==> src/core/sscs_pkg.sv <==
// constants and types for the serial status and clock select block
package sscs_pkg;
  // register byte offsets on the wishbone bus
  localparam logic [4:0] ADR_MODE = 5'h00;
  localparam logic [4:0] ADR_BRATE = 5'h04;
  localparam logic [4:0] ADR_CTRL = 5'h08;
  localparam logic [4:0] ADR_TXD = 5'h0c;
  localparam logic [4:0] ADR_STAT = 5'h10;
  localparam logic [4:0] ADR_RXD = 5'h14;
  // serial_mode_reg fields
  localparam int MODE_SYNC = 7;
  localparam int MODE_PAR_EN = 5;
  localparam int MODE_PAR_ODD = 4;
  localparam int MODE_STOP2 = 3;
  localparam int MODE_MP_EN = 2;
  // serial_control_reg fields
  localparam int CTRL_TX_IRQ_EN = 7;
  localparam int CTRL_RX_IRQ_EN = 6;
  localparam int CTRL_TX_EN = 5;
  localparam int CTRL_RX_EN = 4;
  localparam int CTRL_TX_FINISHED_IRQ_EN = 2;
  localparam int CTRL_CLOCK_SOURCE_EXTERNAL_SEL = 1;
  localparam int CTRL_CLOCK_OUTPUT_SEL = 0;
  // serial_status_reg fields
  localparam int ST_TX_HOLDING_EMPTY = 7;
  localparam int ST_RX_HOLDING_FULL = 6;
  localparam int ST_OVR = 5;
  localparam int ST_FRM = 4;
  localparam int ST_PAR = 3;
  localparam int ST_TX_FINISHED = 2;
  localparam int ST_RX_MULTIPROC_BIT = 1;
  localparam int ST_TX_MULTIPROC_BIT = 0;
  // flags that software clears by writing 0 after reading 1
  localparam logic [7:0] ST_W0_MASK = 8'hf8;
  // reset values
  localparam logic [7:0] MODE_RESET = 8'h00;
  localparam logic [7:0] CTRL_RESET = 8'h00;
  localparam logic [7:0] BRATE_RESET = 8'hff;
  localparam logic [7:0] STAT_RESET = 8'h84;
  // clock option codes
  localparam logic [1:0] CKE_INT_OUT = 2'h1;
  // frame timing, in oversample ticks and bits
  localparam logic [3:0] OS_LAST = 4'hf;
  localparam logic [3:0] OS_MID = 4'h7;
  localparam logic [3:0] ASYNC_BASE_LEN = 4'ha;
  localparam logic [3:0] SYNC_LEN = 4'h8;
  localparam logic [3:0] RX_ASYNC_BASE = 4'h8;
  localparam logic [3:0] RX_SYNC_LAST = 4'h7;
  localparam logic [11:0] FRAME_IDLE = 12'hfff;
  typedef enum logic [1:0] {RX_IDLE, RX_START, RX_BITS} sscs_rx_state_t;
endpackage

==> src/core/sscs_core.sv <==
// serial interface core: status flags, clock pin selection and framing engines
// Overview of operation
// - tx_finished_irq drops when both empty and finished flags clear, or enable clears
// - two clock-enable bits choose pin function: port, clock out or clock in
// - async internal clock with output drives the pin at the bit rate
// - status register becomes 84 hex on reset and on standby entry
// - error and empty flags clear by writing 0 after reading 1; 1 does nothing
// - tx_finished and rx_multiproc_bit are read only
// - tx_holding_empty sets on disable or transfer; clears on data write or 0-write
// - rx_holding_full sets on clean reception; clears on data read or 0-write
// - clearing receive enable keeps received data and receive flags
// - reception while full sets overrun and drops the new character
// - overrun stops reception, and in synchronous mode also transmission
// - framing flag sets when the first stop bit is 0; second never checked
// - framing error still stores the character but halts reception
// - parity mismatch sets parity flag, stores character, halts reception
// - tx_finished sets on disable or when empty at last bit; clears like empty
// - multiprocessor reception captures the received multiprocessor bit
// - tx_multiproc_bit is appended only in async frames with the function on
// - finished request rises when no data waits as the final bit goes out
// - receive irq enable gates both full and error requests
`timescale 1ns/100ps
module sscs_core (
  input wire logic mclk,
  input wire logic resetn,
  input wire logic standby_req,
  input wire logic wb_cyc_i,
  input wire logic wb_stb_i,
  input wire logic wb_we_i,
  input wire logic [4:0] wb_adr_i,
  input wire logic [3:0] wb_sel_i,
  input wire logic [31:0] wb_dat_i,
  output logic [31:0] wb_dat_o,
  output logic wb_ack_o,
  input wire logic rx_data_pin,
  output logic tx_data_pin,
  input wire logic serial_clock_pin_i,
  output logic serial_clock_pin_o,
  output logic serial_clock_pin_oe,
  output logic tx_empty_irq,
  output logic rx_full_irq,
  output logic rx_error_irq,
  output logic tx_finished_irq
);
  logic ack_q;
  logic [31:0] rdata_q;
  logic [7:0] mode_q;
  logic [7:0] ctrl_q;
  logic [7:0] brate_q;
  logic [7:0] tdr_q;
  logic [7:0] rdr_q;
  logic [7:0] stat_q;
  logic [7:0] armed_q;
  logic [7:0] div_q;
  logic [3:0] ph_q;
  logic rxd_s1_q;
  logic rxd_s2_q;
  logic sck_s1_q;
  logic sck_s2_q;
  logic sck_s3_q;
  logic tx_busy_q;
  logic [11:0] tx_frame_q;
  logic [3:0] tx_left_q;
  sscs_pkg::sscs_rx_state_t rx_state_q;
  logic [3:0] rx_os_q;
  logic [3:0] rx_idx_q;
  logic [9:0] rx_shift_q;
  logic rx_done_q;
  logic [7:0] rd_mux;

  // build a whole outgoing character: {bit count, bits lsb first, idle ones above}
  function automatic logic [15:0] build_frame(input logic [7:0] data, input logic [7:0] mode,
                                              input logic mpb);
    logic [11:0] fr;
    logic [3:0] len;
    fr = sscs_pkg::FRAME_IDLE;
    len = sscs_pkg::SYNC_LEN;
    if (mode[sscs_pkg::MODE_SYNC])
    begin
      fr[7:0] = data;
    end
    else
    begin
      fr[0] = 1'b0;
      fr[8:1] = data;
      len = sscs_pkg::ASYNC_BASE_LEN + {3'h0, mode[sscs_pkg::MODE_STOP2]};
      if (mode[sscs_pkg::MODE_MP_EN])
      begin
        fr[9] = mpb;
        len = len + 4'h1;
      end
      else if (mode[sscs_pkg::MODE_PAR_EN])
      begin
        fr[9] = (^data) ^ mode[sscs_pkg::MODE_PAR_ODD];
        len = len + 4'h1;
      end
    end
    build_frame = {len, fr};
  endfunction

  wire mode_sync = mode_q[sscs_pkg::MODE_SYNC];
  wire extra_bit = mode_q[sscs_pkg::MODE_MP_EN] | mode_q[sscs_pkg::MODE_PAR_EN];
  wire ext_clk = ctrl_q[sscs_pkg::CTRL_CLOCK_SOURCE_EXTERNAL_SEL];
  wire tx_en = ctrl_q[sscs_pkg::CTRL_TX_EN];
  wire rx_en = ctrl_q[sscs_pkg::CTRL_RX_EN];
  wire any_err = stat_q[sscs_pkg::ST_OVR] | stat_q[sscs_pkg::ST_FRM] | stat_q[sscs_pkg::ST_PAR];
  wire tx_stall = mode_sync & any_err;
  wire tx_go = ~stat_q[sscs_pkg::ST_TX_HOLDING_EMPTY] & ~tx_stall;

  // bus strobes: an access is acted on in the cycle before ack shows; a write only when wb_sel_i[0] is set
  wire acc = wb_cyc_i & wb_stb_i & ~ack_q;
  wire wr = acc & wb_we_i & wb_sel_i[0];
  wire rd = acc & ~wb_we_i;
  wire stat_wr = wr & (wb_adr_i == sscs_pkg::ADR_STAT);
  wire stat_rd = rd & (wb_adr_i == sscs_pkg::ADR_STAT);
  wire txd_wr = wr & (wb_adr_i == sscs_pkg::ADR_TXD);
  wire rxd_rd = rd & (wb_adr_i == sscs_pkg::ADR_RXD);

  // timing: oversample tick from the divider or from the external pin
  wire div_tick = (div_q >= brate_q);
  wire ext_rise = sck_s2_q & ~sck_s3_q;
  wire ext_fall = ~sck_s2_q & sck_s3_q;
  wire os_tick = ext_clk ? (~mode_sync & ext_rise) : div_tick;
  wire sync_run = tx_busy_q | (rx_state_q == sscs_pkg::RX_BITS);
  wire tx_bit_edge = (mode_sync & ext_clk) ? ext_fall : (os_tick & (ph_q == sscs_pkg::OS_LAST));
  wire rx_sync_sample = ext_clk ? ext_rise : (os_tick & (ph_q == sscs_pkg::OS_MID));
  wire tx_last = tx_busy_q & (tx_left_q == 4'h1);
  wire tx_load = tx_bit_edge & tx_en & ~standby_req & (~tx_busy_q | tx_last) & tx_go;
  wire tx_end = tx_bit_edge & tx_en & ~standby_req & tx_last & ~tx_go;
  wire [3:0] rx_last_idx = mode_sync ? sscs_pkg::RX_SYNC_LAST
                                     : sscs_pkg::RX_ASYNC_BASE + {3'h0, extra_bit};
  wire rx_stop = extra_bit ? rx_shift_q[9] : rx_shift_q[8];
  wire rx_par_bad = (^rx_shift_q[8:0]) != mode_q[sscs_pkg::MODE_PAR_ODD];

  // pin synchronisers; the second stage feeds logic, and the clock pin's third stage also feeds its edge detect
  always_ff @(posedge mclk or negedge resetn)
  begin
    if (!resetn)
    begin
      rxd_s1_q <= 1'b1;
      rxd_s2_q <= 1'b1;
      sck_s1_q <= 1'b1;
      sck_s2_q <= 1'b1;
      sck_s3_q <= 1'b1;
    end
    else
    begin
      rxd_s1_q <= rx_data_pin;
      rxd_s2_q <= rxd_s1_q;
      sck_s1_q <= serial_clock_pin_i;
      sck_s2_q <= sck_s1_q;
      sck_s3_q <= sck_s2_q;
    end
  end

  // wishbone slave and software-written registers
  always_ff @(posedge mclk or negedge resetn)
  begin
    if (!resetn)
    begin
      ack_q <= 1'b0;
      rdata_q <= 32'h0000_0000;
      mode_q <= sscs_pkg::MODE_RESET;
      ctrl_q <= sscs_pkg::CTRL_RESET;
      brate_q <= sscs_pkg::BRATE_RESET;
      tdr_q <= 8'h00;
    end
    else
    begin
      ack_q <= acc;
      if (rd)
      begin
        rdata_q <= {24'h00_0000, rd_mux};
      end
      if (standby_req)
      begin
        mode_q <= sscs_pkg::MODE_RESET;
        ctrl_q <= sscs_pkg::CTRL_RESET;
        brate_q <= sscs_pkg::BRATE_RESET;
      end
      else if (wr)
      begin
        if (wb_adr_i == sscs_pkg::ADR_MODE)
        begin
          mode_q <= wb_dat_i[7:0];
        end
        else if (wb_adr_i == sscs_pkg::ADR_BRATE)
        begin
          brate_q <= wb_dat_i[7:0];
        end
        else if (wb_adr_i == sscs_pkg::ADR_CTRL)
        begin
          ctrl_q <= wb_dat_i[7:0];
        end
        else if (wb_adr_i == sscs_pkg::ADR_TXD)
        begin
          tdr_q <= wb_dat_i[7:0];
        end
      end
    end
  end

  always_comb
  begin
    rd_mux = 8'h00;
    if (wb_adr_i == sscs_pkg::ADR_MODE)
      rd_mux = mode_q;
    else if (wb_adr_i == sscs_pkg::ADR_BRATE)
      rd_mux = brate_q;
    else if (wb_adr_i == sscs_pkg::ADR_CTRL)
      rd_mux = ctrl_q;
    else if (wb_adr_i == sscs_pkg::ADR_TXD)
      rd_mux = tdr_q;
    else if (wb_adr_i == sscs_pkg::ADR_STAT)
      rd_mux = stat_q;
    else if (wb_adr_i == sscs_pkg::ADR_RXD)
      rd_mux = rdr_q;
  end

  // rate divider and bit phase; the phase also shapes the clock driven on the pin
  always_ff @(posedge mclk or negedge resetn)
  begin
    if (!resetn)
    begin
      div_q <= 8'h00;
      ph_q <= sscs_pkg::OS_LAST;
    end
    else
    begin
      div_q <= div_tick ? 8'h00 : div_q + 8'h01;
      // synchronous clock idles high and starts cleanly with a falling edge
      if (standby_req || (mode_sync && !sync_run))
        ph_q <= sscs_pkg::OS_LAST;
      else if (os_tick)
        ph_q <= ph_q + 4'h1;
    end
  end

  // transmit engine; a new character follows the last bit with no gap
  always_ff @(posedge mclk or negedge resetn)
  begin
    if (!resetn)
    begin
      tx_busy_q <= 1'b0;
      tx_frame_q <= sscs_pkg::FRAME_IDLE;
      tx_left_q <= 4'h0;
    end
    else if (standby_req || !tx_en)
    begin
      tx_busy_q <= 1'b0;
      tx_frame_q <= sscs_pkg::FRAME_IDLE;
      tx_left_q <= 4'h0;
    end
    else if (tx_bit_edge)
    begin
      if (tx_busy_q && !tx_last)
      begin
        tx_frame_q <= {1'b1, tx_frame_q[11:1]};
        tx_left_q <= tx_left_q - 4'h1;
      end
      else if (tx_go)
      begin
        {tx_left_q, tx_frame_q} <= build_frame(tdr_q, mode_q, stat_q[sscs_pkg::ST_TX_MULTIPROC_BIT]);
        tx_busy_q <= 1'b1;
      end
      else
      begin
        tx_busy_q <= 1'b0;
        tx_frame_q <= sscs_pkg::FRAME_IDLE;
        tx_left_q <= 4'h0;
      end
    end
  end

  // receive engine; disabling only stops sampling, results stay where they are
  always_ff @(posedge mclk or negedge resetn)
  begin
    if (!resetn)
    begin
      rx_state_q <= sscs_pkg::RX_IDLE;
      rx_os_q <= 4'h0;
      rx_idx_q <= 4'h0;
      rx_shift_q <= 10'h000;
      rx_done_q <= 1'b0;
    end
    else
    begin
      rx_done_q <= 1'b0;
      if (standby_req || !rx_en)
      begin
        rx_state_q <= sscs_pkg::RX_IDLE;
      end
      else
      begin
        case (rx_state_q)
          sscs_pkg::RX_IDLE:
          begin
            rx_os_q <= 4'h0;
            rx_idx_q <= 4'h0;
            if (!any_err)
            begin
              // with the internal synchronous clock, reception only starts when there is room for data
              if (mode_sync && (ext_clk || !stat_q[sscs_pkg::ST_RX_HOLDING_FULL]))
                rx_state_q <= sscs_pkg::RX_BITS;
              else if (!mode_sync && os_tick && !rxd_s2_q)
                rx_state_q <= sscs_pkg::RX_START;
            end
          end
          sscs_pkg::RX_START:
          begin
            if (os_tick)
            begin
              rx_os_q <= rx_os_q + 4'h1;
              if (rx_os_q == sscs_pkg::OS_MID)
              begin
                rx_os_q <= 4'h0;
                // a glitch shorter than half a bit is not a start bit
                rx_state_q <= rxd_s2_q ? sscs_pkg::RX_IDLE : sscs_pkg::RX_BITS;
              end
            end
          end
          sscs_pkg::RX_BITS:
          begin
            if (!mode_sync && os_tick)
              rx_os_q <= rx_os_q + 4'h1;
            if (mode_sync ? rx_sync_sample : (os_tick && rx_os_q == sscs_pkg::OS_LAST))
            begin
              rx_shift_q[rx_idx_q] <= rxd_s2_q;
              rx_idx_q <= rx_idx_q + 4'h1;
              if (rx_idx_q == rx_last_idx)
              begin
                rx_done_q <= 1'b1;
                rx_state_q <= sscs_pkg::RX_IDLE;
              end
            end
          end
          default:
          begin
            rx_state_q <= sscs_pkg::RX_IDLE;
          end
        endcase
      end
    end
  end

  // status flags: clears are applied first so that a same-cycle set wins
  always_ff @(posedge mclk or negedge resetn)
  begin
    if (!resetn)
    begin
      stat_q <= sscs_pkg::STAT_RESET;
      rdr_q <= 8'h00;
    end
    else if (standby_req)
    begin
      stat_q <= sscs_pkg::STAT_RESET;
    end
    else
    begin
      if (stat_wr)
      begin
        for (int b = 3; b < 8; b++)
        begin
          if (!wb_dat_i[b] && armed_q[b])
            stat_q[b] <= 1'b0;
        end
        if (!wb_dat_i[sscs_pkg::ST_TX_HOLDING_EMPTY] && armed_q[sscs_pkg::ST_TX_HOLDING_EMPTY])
          stat_q[sscs_pkg::ST_TX_FINISHED] <= 1'b0;
        stat_q[sscs_pkg::ST_TX_MULTIPROC_BIT] <= wb_dat_i[sscs_pkg::ST_TX_MULTIPROC_BIT];
      end
      if (txd_wr)
      begin
        stat_q[sscs_pkg::ST_TX_HOLDING_EMPTY] <= 1'b0;
        stat_q[sscs_pkg::ST_TX_FINISHED] <= 1'b0;
      end
      if (rxd_rd)
        stat_q[sscs_pkg::ST_RX_HOLDING_FULL] <= 1'b0;
      if (!tx_en || tx_load)
        stat_q[sscs_pkg::ST_TX_HOLDING_EMPTY] <= 1'b1;
      if (!tx_en || (tx_end && stat_q[sscs_pkg::ST_TX_HOLDING_EMPTY]))
        stat_q[sscs_pkg::ST_TX_FINISHED] <= 1'b1;
      if (rx_done_q)
      begin
        if (stat_q[sscs_pkg::ST_RX_HOLDING_FULL])
        begin
          stat_q[sscs_pkg::ST_OVR] <= 1'b1;
        end
        else
        begin
          rdr_q <= rx_shift_q[7:0];
          if (!mode_sync && mode_q[sscs_pkg::MODE_MP_EN])
            stat_q[sscs_pkg::ST_RX_MULTIPROC_BIT] <= rx_shift_q[8];
          if (!mode_sync && !rx_stop)
            stat_q[sscs_pkg::ST_FRM] <= 1'b1;
          else if (!mode_sync && mode_q[sscs_pkg::MODE_PAR_EN] &&
                   !mode_q[sscs_pkg::MODE_MP_EN] && rx_par_bad)
            stat_q[sscs_pkg::ST_PAR] <= 1'b1;
          else
            stat_q[sscs_pkg::ST_RX_HOLDING_FULL] <= 1'b1;
        end
      end
    end
  end

  // a flag may only be cleared after software has seen it at 1
  always_ff @(posedge mclk or negedge resetn)
  begin
    if (!resetn)
      armed_q <= 8'h00;
    else if (standby_req)
      armed_q <= 8'h00;
    else
      armed_q <= (armed_q | ({8{stat_rd}} & stat_q)) & stat_q & sscs_pkg::ST_W0_MASK;
  end

  // clock pin: bit-rate clock out in async mode, burst clock in sync mode
  always_ff @(posedge mclk or negedge resetn)
  begin
    if (!resetn)
    begin
      serial_clock_pin_o <= 1'b1;
      serial_clock_pin_oe <= 1'b0;
    end
    else
    begin
      serial_clock_pin_o <= ph_q[3];
      serial_clock_pin_oe <= ~ext_clk & ~standby_req &
                             (mode_sync | (ctrl_q[1:0] == sscs_pkg::CKE_INT_OUT));
    end
  end

  assign tx_data_pin = tx_frame_q[0];
  assign wb_ack_o = ack_q;
  assign wb_dat_o = rdata_q;
  assign tx_empty_irq = ctrl_q[sscs_pkg::CTRL_TX_IRQ_EN] & stat_q[sscs_pkg::ST_TX_HOLDING_EMPTY];
  assign rx_full_irq = ctrl_q[sscs_pkg::CTRL_RX_IRQ_EN] & stat_q[sscs_pkg::ST_RX_HOLDING_FULL];
  assign rx_error_irq = ctrl_q[sscs_pkg::CTRL_RX_IRQ_EN] & any_err;
  assign tx_finished_irq = ctrl_q[sscs_pkg::CTRL_TX_FINISHED_IRQ_EN] & stat_q[sscs_pkg::ST_TX_FINISHED];
endmodule

==> config.mk <==
export PLATFORM = sky130hd
export DESIGN_NAME = sscs_core
export DESIGN_NICKNAME = d
export VERILOG_FILES = /design/src/core/sscs_pkg.sv /design/src/core/sscs_core.sv
export SDC_FILE = /design/constraint.sdc
export NUM_CORES = 1
export LEC_CHECK = 0
export BUFFER_PORTS_ARGS = -buffer_cell sky130_fd_sc_hd__clkbuf_2
export CAP_MARGIN = 40
export CORE_MARGIN = 5
export CORE_UTILIZATION = 45
export CTS_CLUSTER_SIZE = 16
export DETAILED_ROUTE_END_ITERATION = 7
export PLACE_DENSITY = 0.63
export RECOVER_POWER = 100
export SYNTH_ARGS = -nofsm -noshare
export SYNTH_HDL_FRONTEND = slang
export SYNTH_SLANG_ARGS = --single-unit
==> constraint.sdc <==
create_clock -name mclk -period 3.24 [get_ports mclk]
set_input_delay 0.324 -clock mclk [delete_from_list [all_inputs] [get_ports mclk]]
set_output_delay 0.324 -clock mclk [all_outputs]
set_load 0.03 [all_outputs]
==> run summary, run 1 <==
outcome = finished clean
horizontal extent of the die = 131 um
number of cells on the worst reg-to-reg path = 8
cell with the largest stage delay on the worst path = sky130_fd_sc_hd__dfstp_1
post-detailed-route via-to-cell ratio = 5.79
number of buffer and inverter stages on the critical path = 1
I/O Pins = 89
core area = 14400 um2
max capacitance violation total = 0
detailed-route via count = 5067
Final period util = 87.9%
TritonCTS clock tree = done
chip height = 131 um
Total Routed Length = 16100 um
average wire length per cell after detail routing = 18.4 um
Initial Util = 45.5%
share of synthesized area occupied by flip-flops and latches = 45.4%
global placement routability congestion = 0.875
Final Hold Vio Count = 0
Highest Clock Rate = 351 MHz
fraction of synthesized cell area taken by the top area cell type = 33.3%
Iteration-0 DRC Markers = 488
share of async-settable or async-resettable flops after synthesis = 100%
min cycle time layout = 2850 ps
cell family contributing the most delay on the critical path = compound AO/OA/AOI/OAI gates
total clock buffers created by CTS = 17
fraction of layout instances using a drive strength above 1 = 16.5%
leakage power of the design = 3.18 nW
data required time at the worst endpoint = 3590 ps
startpoint type of the worst setup path = flip-flop
ranking of synthesized cells by instance count = 87 x sky130_fd_sc_hd__dfrtp_1, 46 x sky130_fd_sc_hd__nand2_1, 42 x sky130_fd_sc_hd__nor2_1
cell area after placement = 6810 um2
number of pins exceeding their max-slew limit in the final report = 0
total congestion overflow = 0
antenna violation net count after detailed routing = 0
clock tree buffer depth = 2
power density of the placed cells = 497 nW/um2
beginning of the critical path = brate_q[2]
DP Cell Count = 840
number of unique standard cell types used by synthesis = 69
cell at the root of the clock tree = sky130_fd_sc_hd__clkbuf_16
Sum Neg Setup Slack = 0 ps
critical setup path kind = flip-flop to flip-flop
top cell type by total area after synthesis = sky130_fd_sc_hd__dfrtp_1
source-to-sink clock delay at the later pin of the worst-skew pair = 420 ps
final setup margin = 391 ps
measured slew at the worst slew-check pin = 1330 ps
first-pass GRT wire length = 26100 um
largest fanout of any net on the critical path = 10
sum of internal, switching and leakage power = 3.67 mW
number of enable-type register cells in the synthesized netlist = 0
maximum single-stage delay on the critical path = 540 ps
synth top area cells = sky130_fd_sc_hd__dfrtp_1 33%, sky130_fd_sc_hd__dfstp_2 12%, sky130_fd_sc_hd__mux2i_1 4.6%, sky130_fd_sc_hd__ha_1 4.2%, sky130_fd_sc_hd__mux2_2 4.1%
Rows = 44
maximum vdd ir drop = 359 uV
IO Port Bufs = 37
Warnings, synthesis = 0
count of nets after finishing = 749
cell area after synthesis = 6540 um2
synthesis-to-layout area growth = 13.0%
Synth Flop Type = sky130_fd_sc_hd__dfrtp_1
mean instance size in the synthesized netlist = 10.2 um2
Clock Sinks = 117
Non-Filler Instances = 875
total routing resource utilization after global routing = 19.9%
maximum level of the CTS H-tree = 4
sum of net half-perimeters after detailed placement = 11300 um
cells along the critical path = inv_1, ha_1, and3_1, o21ai_0, a31o_1, a21oi_1, nor2_2, mux2_2
unrepaired setup endpoints after global routing = no
R2R Setup Slk = 390 ps
hold slack = 143 ps
Final setup violation count = 0
start point of the worst hold path = wb_stb_i
clock-pin slew of the registers on the worst-case setup and hold paths = 60 ps
DRC Markers = 0
largest net degree at the start of global routing = 67
fin area = 7390 um2
initial antenna violation count = 0
cell count after synthesis = 639
number of gates on the worst path with buffers counted = 8
via count of the first global-routing pass = 5047
synthesis-stage register bit count = 117
worst reg2reg endpoint = tx_frame_q[9]
dominant cell by count in the synthesized netlist = sky130_fd_sc_hd__dfrtp_1
crit path capture = tx_frame_q[9]
Setup crit end kind = flip-flop
Layout Skew = 12.6 ps
diode insertion count for antenna repair = 0
worst setup timing slack at the placement stage = 504 ps
remaining max-slew budget at the tightest pin = 11.1%
die area = 17000 um2
end-of-flow core utilization = 51.4%
Worst EP arrival = 3200 ps
worst hold-check path type = input pin to flip-flop
reg2reg start = brate_q[2]
number of iterations in the first detailed-routing pass = 7
==> sequential cells by signal (all words and copies together) (netlist names), 5 cells and up <==
register,cells
rx_shift_q,10
tx_frame_q,10
brate_q,8
ctrl_q,8
div_q,8
mode_q,8
rdr_q,8
stat_q,8
tdr_q,8
wb_dat_o,8
armed_q,5
==> power by group <==
group	switching (mW)	internal, mW
clock	0.656	1.29
sequential	0.0198	1.49
combinational	0.164	0.0517
==> tightest hold or removal path: stages <==
cell and delay [ps]:
sky130_fd_sc_hd__clkbuf_2 80, sky130_fd_sc_hd__nand2_1 60, sky130_fd_sc_hd__nor2_1 50
==> repair_timing <==
action | 4_1_cts | 5_1_grt
endpoints found under the hold margin | 43 | 0
setup endpoints to repair | 0 | 0
gates resized for setup | 0 | 0
buffers inserted | 0 | 0
hold buffers | 3 | 0
==> logic make-up after synthesis <==
logic type / count (synthesis) / synth area share, %
compound gates: 138 / 15.0
xor+xnor: 23 / 3.29
fa+ha+maj: 22 / 4.21
buf+inv: 78 / 6.28
flops: 117 / 45.4
mux: 58 / 9.42
other cells: 1 / 0.0574
simple gates: 202 / 16.4
==> layout make-up <==
class / count / area (um2)
timing repair buffer: 48 / 244
inverter: 27 / 101
tap: 184 / 230
sequential: 117 / 2970
clock buffer: 24 / 492
fill: 1276 / 6980
multi-input combinational: 467 / 3230
clock inverter: 8 / 121
==> routing by layer <==
metal / global-route usage, % / vias up / share of wire [%]
li1: - / 2348 / -
met2: 30.3 / 158 / 47
met4: 10.2 / 0 / 2.9
met3: 4.15 / 36 / 5.0
met5: 0 / - / 0
met1: 26.8 / 2525 / 45
==> cells in the final DEF, fill, tap and decap left out, drive strengths merged, types with 5 or more instances in the layout <==
cell,count
dfrtp,87
clkbuf,65
nand2,46
nor2,43
o21ai,38
nand3,34
mux2i,30
dfstp,30
mux2,28
inv,27
conb,24
ha,22
a21oi,20
xnor2,16
a222oi,16
and2,13
o21a,11
nor2b,11
o211ai,10
and3,9
nor3,9
nor3b,6
nand2b,6
xor2,6
a211oi,6
o22ai,5
nand4b,5
==> how the worst min path moves through the flow <==
stage                             to  slack, ps  cells past startpoint
after floorplan           armed_q[3]         30                      0
after global placement      rxd_s2_q        350                      0
after detailed placement    rxd_s2_q        350                      0
after CTS                   wb_ack_o        160                      3
after global routing        wb_ack_o        170                      3
final                       wb_ack_o        140                      3
Note: power is estimated with default switching activity, not from simulation.
==> run 2, diff against run 1 <==
Settings changed: ABC_AREA set to 1, CAP_MARGIN 40 to not set, CORE_ASPECT_RATIO set to 1.75.
==> run summary, run 2 <==
outcome = finished clean
Warnings, synthesis = 0
end-of-flow core utilization = 50.3%
most common cell after layout, fill and taps aside = sky130_fd_sc_hd__nand2_1
Layout Skew = 9.25 ps
worst hold path endpoint = wb_ack_o
die area = 17500 um2
commonest non-fill, non-tap cells in the layout = 171 x sky130_fd_sc_hd__nand2_1, 103 x sky130_fd_sc_hd__inv_1, 87 x sky130_fd_sc_hd__dfrtp_1
cell area after placement = 6920 um2
Clock Sinks = 117
fin area = 7430 um2
remaining max-slew budget at the tightest pin = 11.4%
Worst EP arrival = 2990 ps
maximum vdd ir drop = 346 uV
I/O Pins = 89
mean instance size in the synthesized netlist = 8.26 um2
unrepaired setup endpoints after global routing = no
initial antenna violation count = 0
worst hold-check path type = input pin to flip-flop
IO Port Bufs = 37
combinational share of power = 14.7%
cells along the critical path = inv_1, ha_1, nand2_1, nor2_1, nor2_1, nand2_2, nand2_1, nand3_1, nand2_8, inv_8, nand4_1, nand3_2, inv_1, nand2_1, o21ai_0
global placement routability congestion = 0.894
worst hold stages = 3
cell area after synthesis = 6700 um2
sum of net half-perimeters after detailed placement = 12100 um
cell at the root of the clock tree = sky130_fd_sc_hd__clkbuf_16
part of the power in the clock network = 45.9%
number of cells on the worst reg-to-reg path = 15
Sum Neg Setup Slack = 0 ps
share of async-settable or async-resettable flops after synthesis = 100%
top cell type by total area after synthesis = sky130_fd_sc_hd__dfrtp_1
Highest Clock Rate = 377 MHz
DP Cell Count = 1014
setup repair bufs after CTS = 0
data required time at the worst endpoint = 3570 ps
Final Hold Vio Count = 0
clock-pin slew of the registers on the worst-case setup and hold paths = 60 ps
Net Switching = 1.19 mW
min cycle time layout = 2650 ps
largest registers ranked by flip-flop count = rx_shift_q: 10 flops, tx_frame_q: 10 flops
beginning of the critical path = brate_q[3]
cell family contributing the most delay on the critical path = simple AND/OR/NAND/NOR gates
part of the total power dissipated in sequential elements = 39.4%
total clock buffers created by CTS = 17
core area = 14800 um2
R2R Setup Slk = 590 ps
power density of the placed cells = 576 nW/um2
Setup crit end kind = flip-flop
top routing layer in use = met4
maximum single-stage delay on the critical path = 510 ps
antenna violation net count after detailed routing = 0
fraction of layout instances using a drive strength above 1 = 13.3%
total congestion overflow = 0
Rows = 59
Synth Flop Type = sky130_fd_sc_hd__dfrtp_1
largest net degree at the start of global routing = 68
share of synthesized area occupied by flip-flops and latches = 44.3%
cell with the largest stage delay on the worst path = sky130_fd_sc_hd__dfstp_2
count of nets after finishing = 924
reg2reg start = brate_q[3]
cell count after synthesis = 811
via count of the first global-routing pass = 5509
routed length on met1 = 6400 um
sum of internal, switching and leakage power = 4.28 mW
start point of the worst hold path = wb_stb_i
clock tree buffer depth = 2
max capacitance violation total = 0
Final period util = 81.9%
synthesis-to-layout area growth = 11.0%
dominant cell by count in the synthesized netlist = sky130_fd_sc_hd__nand2_1
DRC Markers = 0
post-detailed-route via-to-cell ratio = 5.20
hold_buf cts = 3
number of iterations in the first detailed-routing pass = 5
# fillers = 1452
synth top area cells = sky130_fd_sc_hd__dfrtp_1 33%, sky130_fd_sc_hd__dfstp_2 12%, sky130_fd_sc_hd__nand2_1 9.4%, sky130_fd_sc_hd__inv_1 5.7%, sky130_fd_sc_hd__o21ai_0 4.8%
leakage power of the design = 3.53 nW
Total Routed Length = 16200 um
horizontal extent of the die = 102 um
chip height = 171 um
Most common cell on crit path = sky130_fd_sc_hd__nand2_1
number of pins exceeding their max-slew limit in the final report = 0
number of enable-type register cells in the synthesized netlist = 0
Final setup violation count = 0
first-pass GRT wire length = 26800 um
maximum level of the CTS H-tree = 4
routed length on met3 = 610 um
Iteration-0 DRC Markers = 377
measured slew at the worst slew-check pin = 1310 ps
detailed-route via count = 5451
average wire length per cell after detail routing = 15.5 um
ranking of synthesized cells by instance count = 168 x sky130_fd_sc_hd__nand2_1, 102 x sky130_fd_sc_hd__inv_1, 87 x sky130_fd_sc_hd__dfrtp_1
met2 wirelength from detailed routing = 8560 um
critical setup path kind = flip-flop to flip-flop
total routing resource utilization after global routing = 19.8%
share of total power consumed by net switching = 27.9%
Initial Util = 45.4%
source-to-sink clock delay at the later pin of the worst-skew pair = 420 ps
fraction of synthesized cell area taken by the top area cell type = 32.5%
TritonCTS clock tree = done
number of buffer and inverter stages on the critical path = 3
internal power = 3.09 mW
number of unique standard cell types used by synthesis = 54
Resized cells post-CTS = 0
largest fanout of any net on the critical path = 21
diode insertion count for antenna repair = 0
startpoint type of the worst setup path = flip-flop
Non-Filler Instances = 1049
synthesis-stage register bit count = 117
worst reg2reg endpoint = tx_frame_q[8]
-- run 2: worst max-delay path by stage --
stage / slack [ps] / cells past startpoint / end
4_1_cts: 770 / 15 / tx_frame_q[8]
3_5_place_dp: 790 / 15 / tx_frame_q[8]
6_report: 590 / 15 / tx_frame_q[8]
5_1_grt: 330 / 15 / tx_frame_q[8]
2_1_floorplan: 1300 / 14 / rx_shift_q[8]
3_3_place_gp: 830 / 15 / tx_frame_q[8]
-- run 2: kinds of logic (layout without fill, tap and decap cells) --
group / after synthesis / count (layout) / share of synthesized area, %
xor gates and xnor gates: 20 / 20 / 2.62
DFF: 117 / 117 / 44.3
buffers and inverters: 154 / 186 / 11.0
other: 1 / 24 / 0.0560
adders and majority gates: 22 / 22 / 4.11
and+or+nand+nor: 335 / 335 / 23.9
AOI/OAI and AO/OA: 162 / 162 / 14.0
-- run 2: power by group through the flow --
| stage | Clock, mW | Sequential [mW] | Combinational, mW |
|---|---|---|---|
| floorplan | 0 | 1.71 | 0.503 |
| global placement | 0 | 1.71 | 0.648 |
| detailed placement | 0 | 1.71 | 0.659 |
| CTS | 1.99 | 1.69 | 0.665 |
| global route | 2.07 | 1.70 | 0.731 |
| finish | 1.96 | 1.69 | 0.629 |
-- run 2: layout make-up --
cell class	count	area, um2	share of cell area, %
inverter	111	424	5.71
clock inverter	11	148	1.99
clock buffer	21	480	6.46
sequential	117	2970	39.9
timing repair buffer	43	216	2.91
multi-input combinational	563	2970	40.0
tap	183	229	3.08
-- run 2: worst reg2reg max path, cell delays in order, from the launching register on --
cell,delay [ps]
sky130_fd_sc_hd__dfstp_2,510
sky130_fd_sc_hd__inv_1,50
sky130_fd_sc_hd__ha_1,300
sky130_fd_sc_hd__nand2_1,80
sky130_fd_sc_hd__nor2_1,50
sky130_fd_sc_hd__nor2_1,100
sky130_fd_sc_hd__nand2_2,50
sky130_fd_sc_hd__nand2_1,90
sky130_fd_sc_hd__nand3_1,220
sky130_fd_sc_hd__nand2_8,180
sky130_fd_sc_hd__inv_8,40
sky130_fd_sc_hd__nand4_1,150
sky130_fd_sc_hd__nand3_2,350
sky130_fd_sc_hd__inv_1,250
sky130_fd_sc_hd__nand2_1,70
sky130_fd_sc_hd__o21ai_0,80
-- run 2: metrics by stage --
step | hold slack, ps | worst slack, ps
2_1_floorplan | 28.4 | 1300
3_3_place_gp | 345 | 827
3_5_place_dp | 353 | 786
4_1_cts | 131 | 768
5_1_grt | 147 | 334
6_report | 125 | 586
-- run 2: metal layers --
layer  up-vias  global-route usage, %
met3        38                   3.45
li1       2687                      -
met5         -                      0
met4         0                   9.59
met1      2592                   22.6
met2       134                   35.1
==> run 3, diff against run 2 <==
Settings changed: ABC_AREA 1 to 0.
Clock period 3.24 ns to 2.5 ns, I/O delays scaled along.
==> run summary, run 3 (synthesis gave the netlist of run 1 again) <==
number of pins exceeding their max-slew limit in the final report = 57
maximum vdd ir drop = 310 uV
commonest non-fill, non-tap cells in the layout = 87 x sky130_fd_sc_hd__dfrtp_1, 46 x sky130_fd_sc_hd__nand2_1, 40 x sky130_fd_sc_hd__nor2_1
worst hold path endpoint = wb_ack_o
beginning of the critical path = brate_q[1]
die area = 17100 um2
unrepaired setup endpoints after global routing = yes
Final setup violation count = 0
Highest Clock Rate = 401 MHz
worst hold stages = 3
TritonCTS clock tree = done
clock-pin slew of the registers on the worst-case setup and hold paths = 60 ps
sum of net half-perimeters after detailed placement = 12800 um
number of cells on the worst reg-to-reg path = 8
source-to-sink clock delay at the later pin of the worst-skew pair = 410 ps
maximum level of the CTS H-tree = 4
synthesis-to-layout area growth = 17.1%
max capacitance violation total = 1
fraction of layout instances using a drive strength above 1 = 23.2%
antenna violation net count after detailed routing = 0
chip height = 169 um
part of the power in the clock network = 50.3%
global placement routability congestion = 0.866
initial antenna violation count = 0
remaining max-slew budget at the tightest pin = -0.297%
detailed-route via count = 5188
maximum single-stage delay on the critical path = 540 ps
core area = 14300 um2
data required time at the worst endpoint = 2790 ps
combinational share of power = 6.3%
min cycle time layout = 2490 ps
outcome = complete, but fails checks
Rows = 58
average wire length per cell after detail routing = 19.0 um
cell with the largest stage delay on the worst path = sky130_fd_sc_hd__dfstp_2
R2R Setup Slk = 5 ps
number of iterations in the first detailed-routing pass = 6
number of buffer and inverter stages on the critical path = 1
critical setup path kind = flip-flop to flip-flop
sum of internal, switching and leakage power = 4.52 mW
cell at the root of the clock tree = sky130_fd_sc_hd__clkbuf_16
Total Routed Length = 17100 um
via count of the first global-routing pass = 5423
share of total power consumed by net switching = 25.0%
largest registers ranked by flip-flop count = rx_shift_q: 10 flops, tx_frame_q: 10 flops
part of the total power dissipated in sequential elements = 43.4%
cells along the critical path = inv_2, ha_4, nor2b_4, o211ai_1, a31o_4, a211oi_4, nand4b_1, mux2_4
final setup margin = 5.48 ps
power density of the placed cells = 591 nW/um2
diode insertion count for antenna repair = 0
leakage power of the design = 3.30 nW
DRC Markers = 0
Net Switching = 1.13 mW
reg2reg start = brate_q[1]
Initial Util = 45.7%
post-detailed-route via-to-cell ratio = 5.76
I/O Pins = 89
Iteration-0 DRC Markers = 351
Final period util = 99.8%
setup repair bufs after CTS = 0
horizontal extent of the die = 101 um
count of nets after finishing = 779
internal power = 3.39 mW
total clock buffers created by CTS = 17
first-pass GRT wire length = 27500 um
clock tree buffer depth = 2
most common cell after layout, fill and taps aside = sky130_fd_sc_hd__dfrtp_1
Layout Skew = 8.29 ps
failing checks = capacitance limit, slew limit
largest fanout of any net on the critical path = 8
startpoint type of the worst setup path = flip-flop
worst setup timing slack at the placement stage = -187 ps
Setup crit end kind = flip-flop
Final Hold Vio Count = 0
largest net degree at the start of global routing = 59
total routing resource utilization after global routing = 20.7%
cell family contributing the most delay on the critical path = compound AO/OA/AOI/OAI gates
total congestion overflow = 0
Clock Sinks = 117
worst reg2reg endpoint = rx_shift_q[4]
IO Port Bufs = 37
Worst EP arrival = 2790 ps
start point of the worst hold path = wb_stb_i
worst hold-check path type = input pin to flip-flop
measured slew at the worst slew-check pin = 1500 ps
-- run 3: cell types whose count changed in the layout (fill, tap and decap cells not counted), sizes merged, moves of 16 or more --
cell,previous run,this run
nand2,176,46
a222oi,0,16
mux2,0,28
inv,110,28
mux2i,0,30
buf,2,33
nand3,60,34
o21ai,103,38
nor2,72,43
-- run 3: how the worst max path moves through the flow --
stage	depth (start not counted)	slack (ps)	end
2_1_floorplan	9	180	rx_shift_q[4]
3_3_place_gp	9	-130	rx_os_q[3]
3_5_place_dp	9	-190	rx_os_q[3]
4_1_cts	9	4	rx_os_q[3]
5_1_grt	8	-70	rx_shift_q[4]
6_report	8	5	rx_shift_q[4]
-- run 3: repair_timing --
item	CTS	global route
pin swaps	0	8
gates resized for setup	3	18
endpoints found under the setup margin	24	34
hold buffers	3	0
hold endpoints to repair	57	0
-- run 3: worst register-to-register path: cells and delay by family, from the launching register on --
kind | cells | cell delay, ps
adders and majority gates | 1 | 270
and+or+nand+nor | 2 | 300
DFF | 1 | 540
buffers and inverters | 1 | 50
muxes | 1 | 320
AOI/OAI and AO/OA | 3 | 900
-- run 3: per-stage QoR --
| stage | hold WS, ps | instances | setup TNS, ps | instance area (um2) | utilization [%] |
|---|---|---|---|---|---|
| 2_1_floorplan | -45.6 | 662 | 0 | 6620 | - |
| 3_3_place_gp | 340 | 866 | -557 | 7040 | 49.3 |
| 3_5_place_dp | 339 | 866 | -931 | 7040 | 49.3 |
| 4_1_cts | 75.6 | 900 | 0 | 7630 | 53.4 |
| 5_1_grt | 78.8 | 900 | -539 | 7650 | 53.5 |
| 6_report | 69.6 | 900 | 0 | 7650 | 53.5 |
-- run 3: layout make-up --
cell class | count | area (um2)
Inverter | 27 | 101
Tap cell | 180 | 225
Clock inverter | 12 | 108
Clock buffer | 19 | 443
Sequential cell | 117 | 2970
Multi-Input combinational cell | 467 | 3330
Fill cell | 1292 | 6640
Timing Repair Buffer | 78 | 480
-- run 3: metal layers --
| metal | wire length (um) | GRT usage (%) | share of wire [%] |
|---|---|---|---|
| met1 | 6350 | 22.4 | 37 |
| met2 | 9460 | 37.5 | 55 |
| met3 | 676 | 3.74 | 4.0 |
| met4 | 590 | 10.5 | 3.5 |
| met5 | 0 | 0 | 0 |
-- run 3: power groups by stage --
stage / clock network, mW / logic [mW] / registers, mW
after detailed placement: 0 / 0.297 / 1.99
after floorplan: 0 / 0.146 / 2.04
final: 2.27 / 0.287 / 1.96
after global placement: 0 / 0.292 / 1.99
after CTS: 2.31 / 0.301 / 1.96
after global routing: 2.38 / 0.312 / 1.97
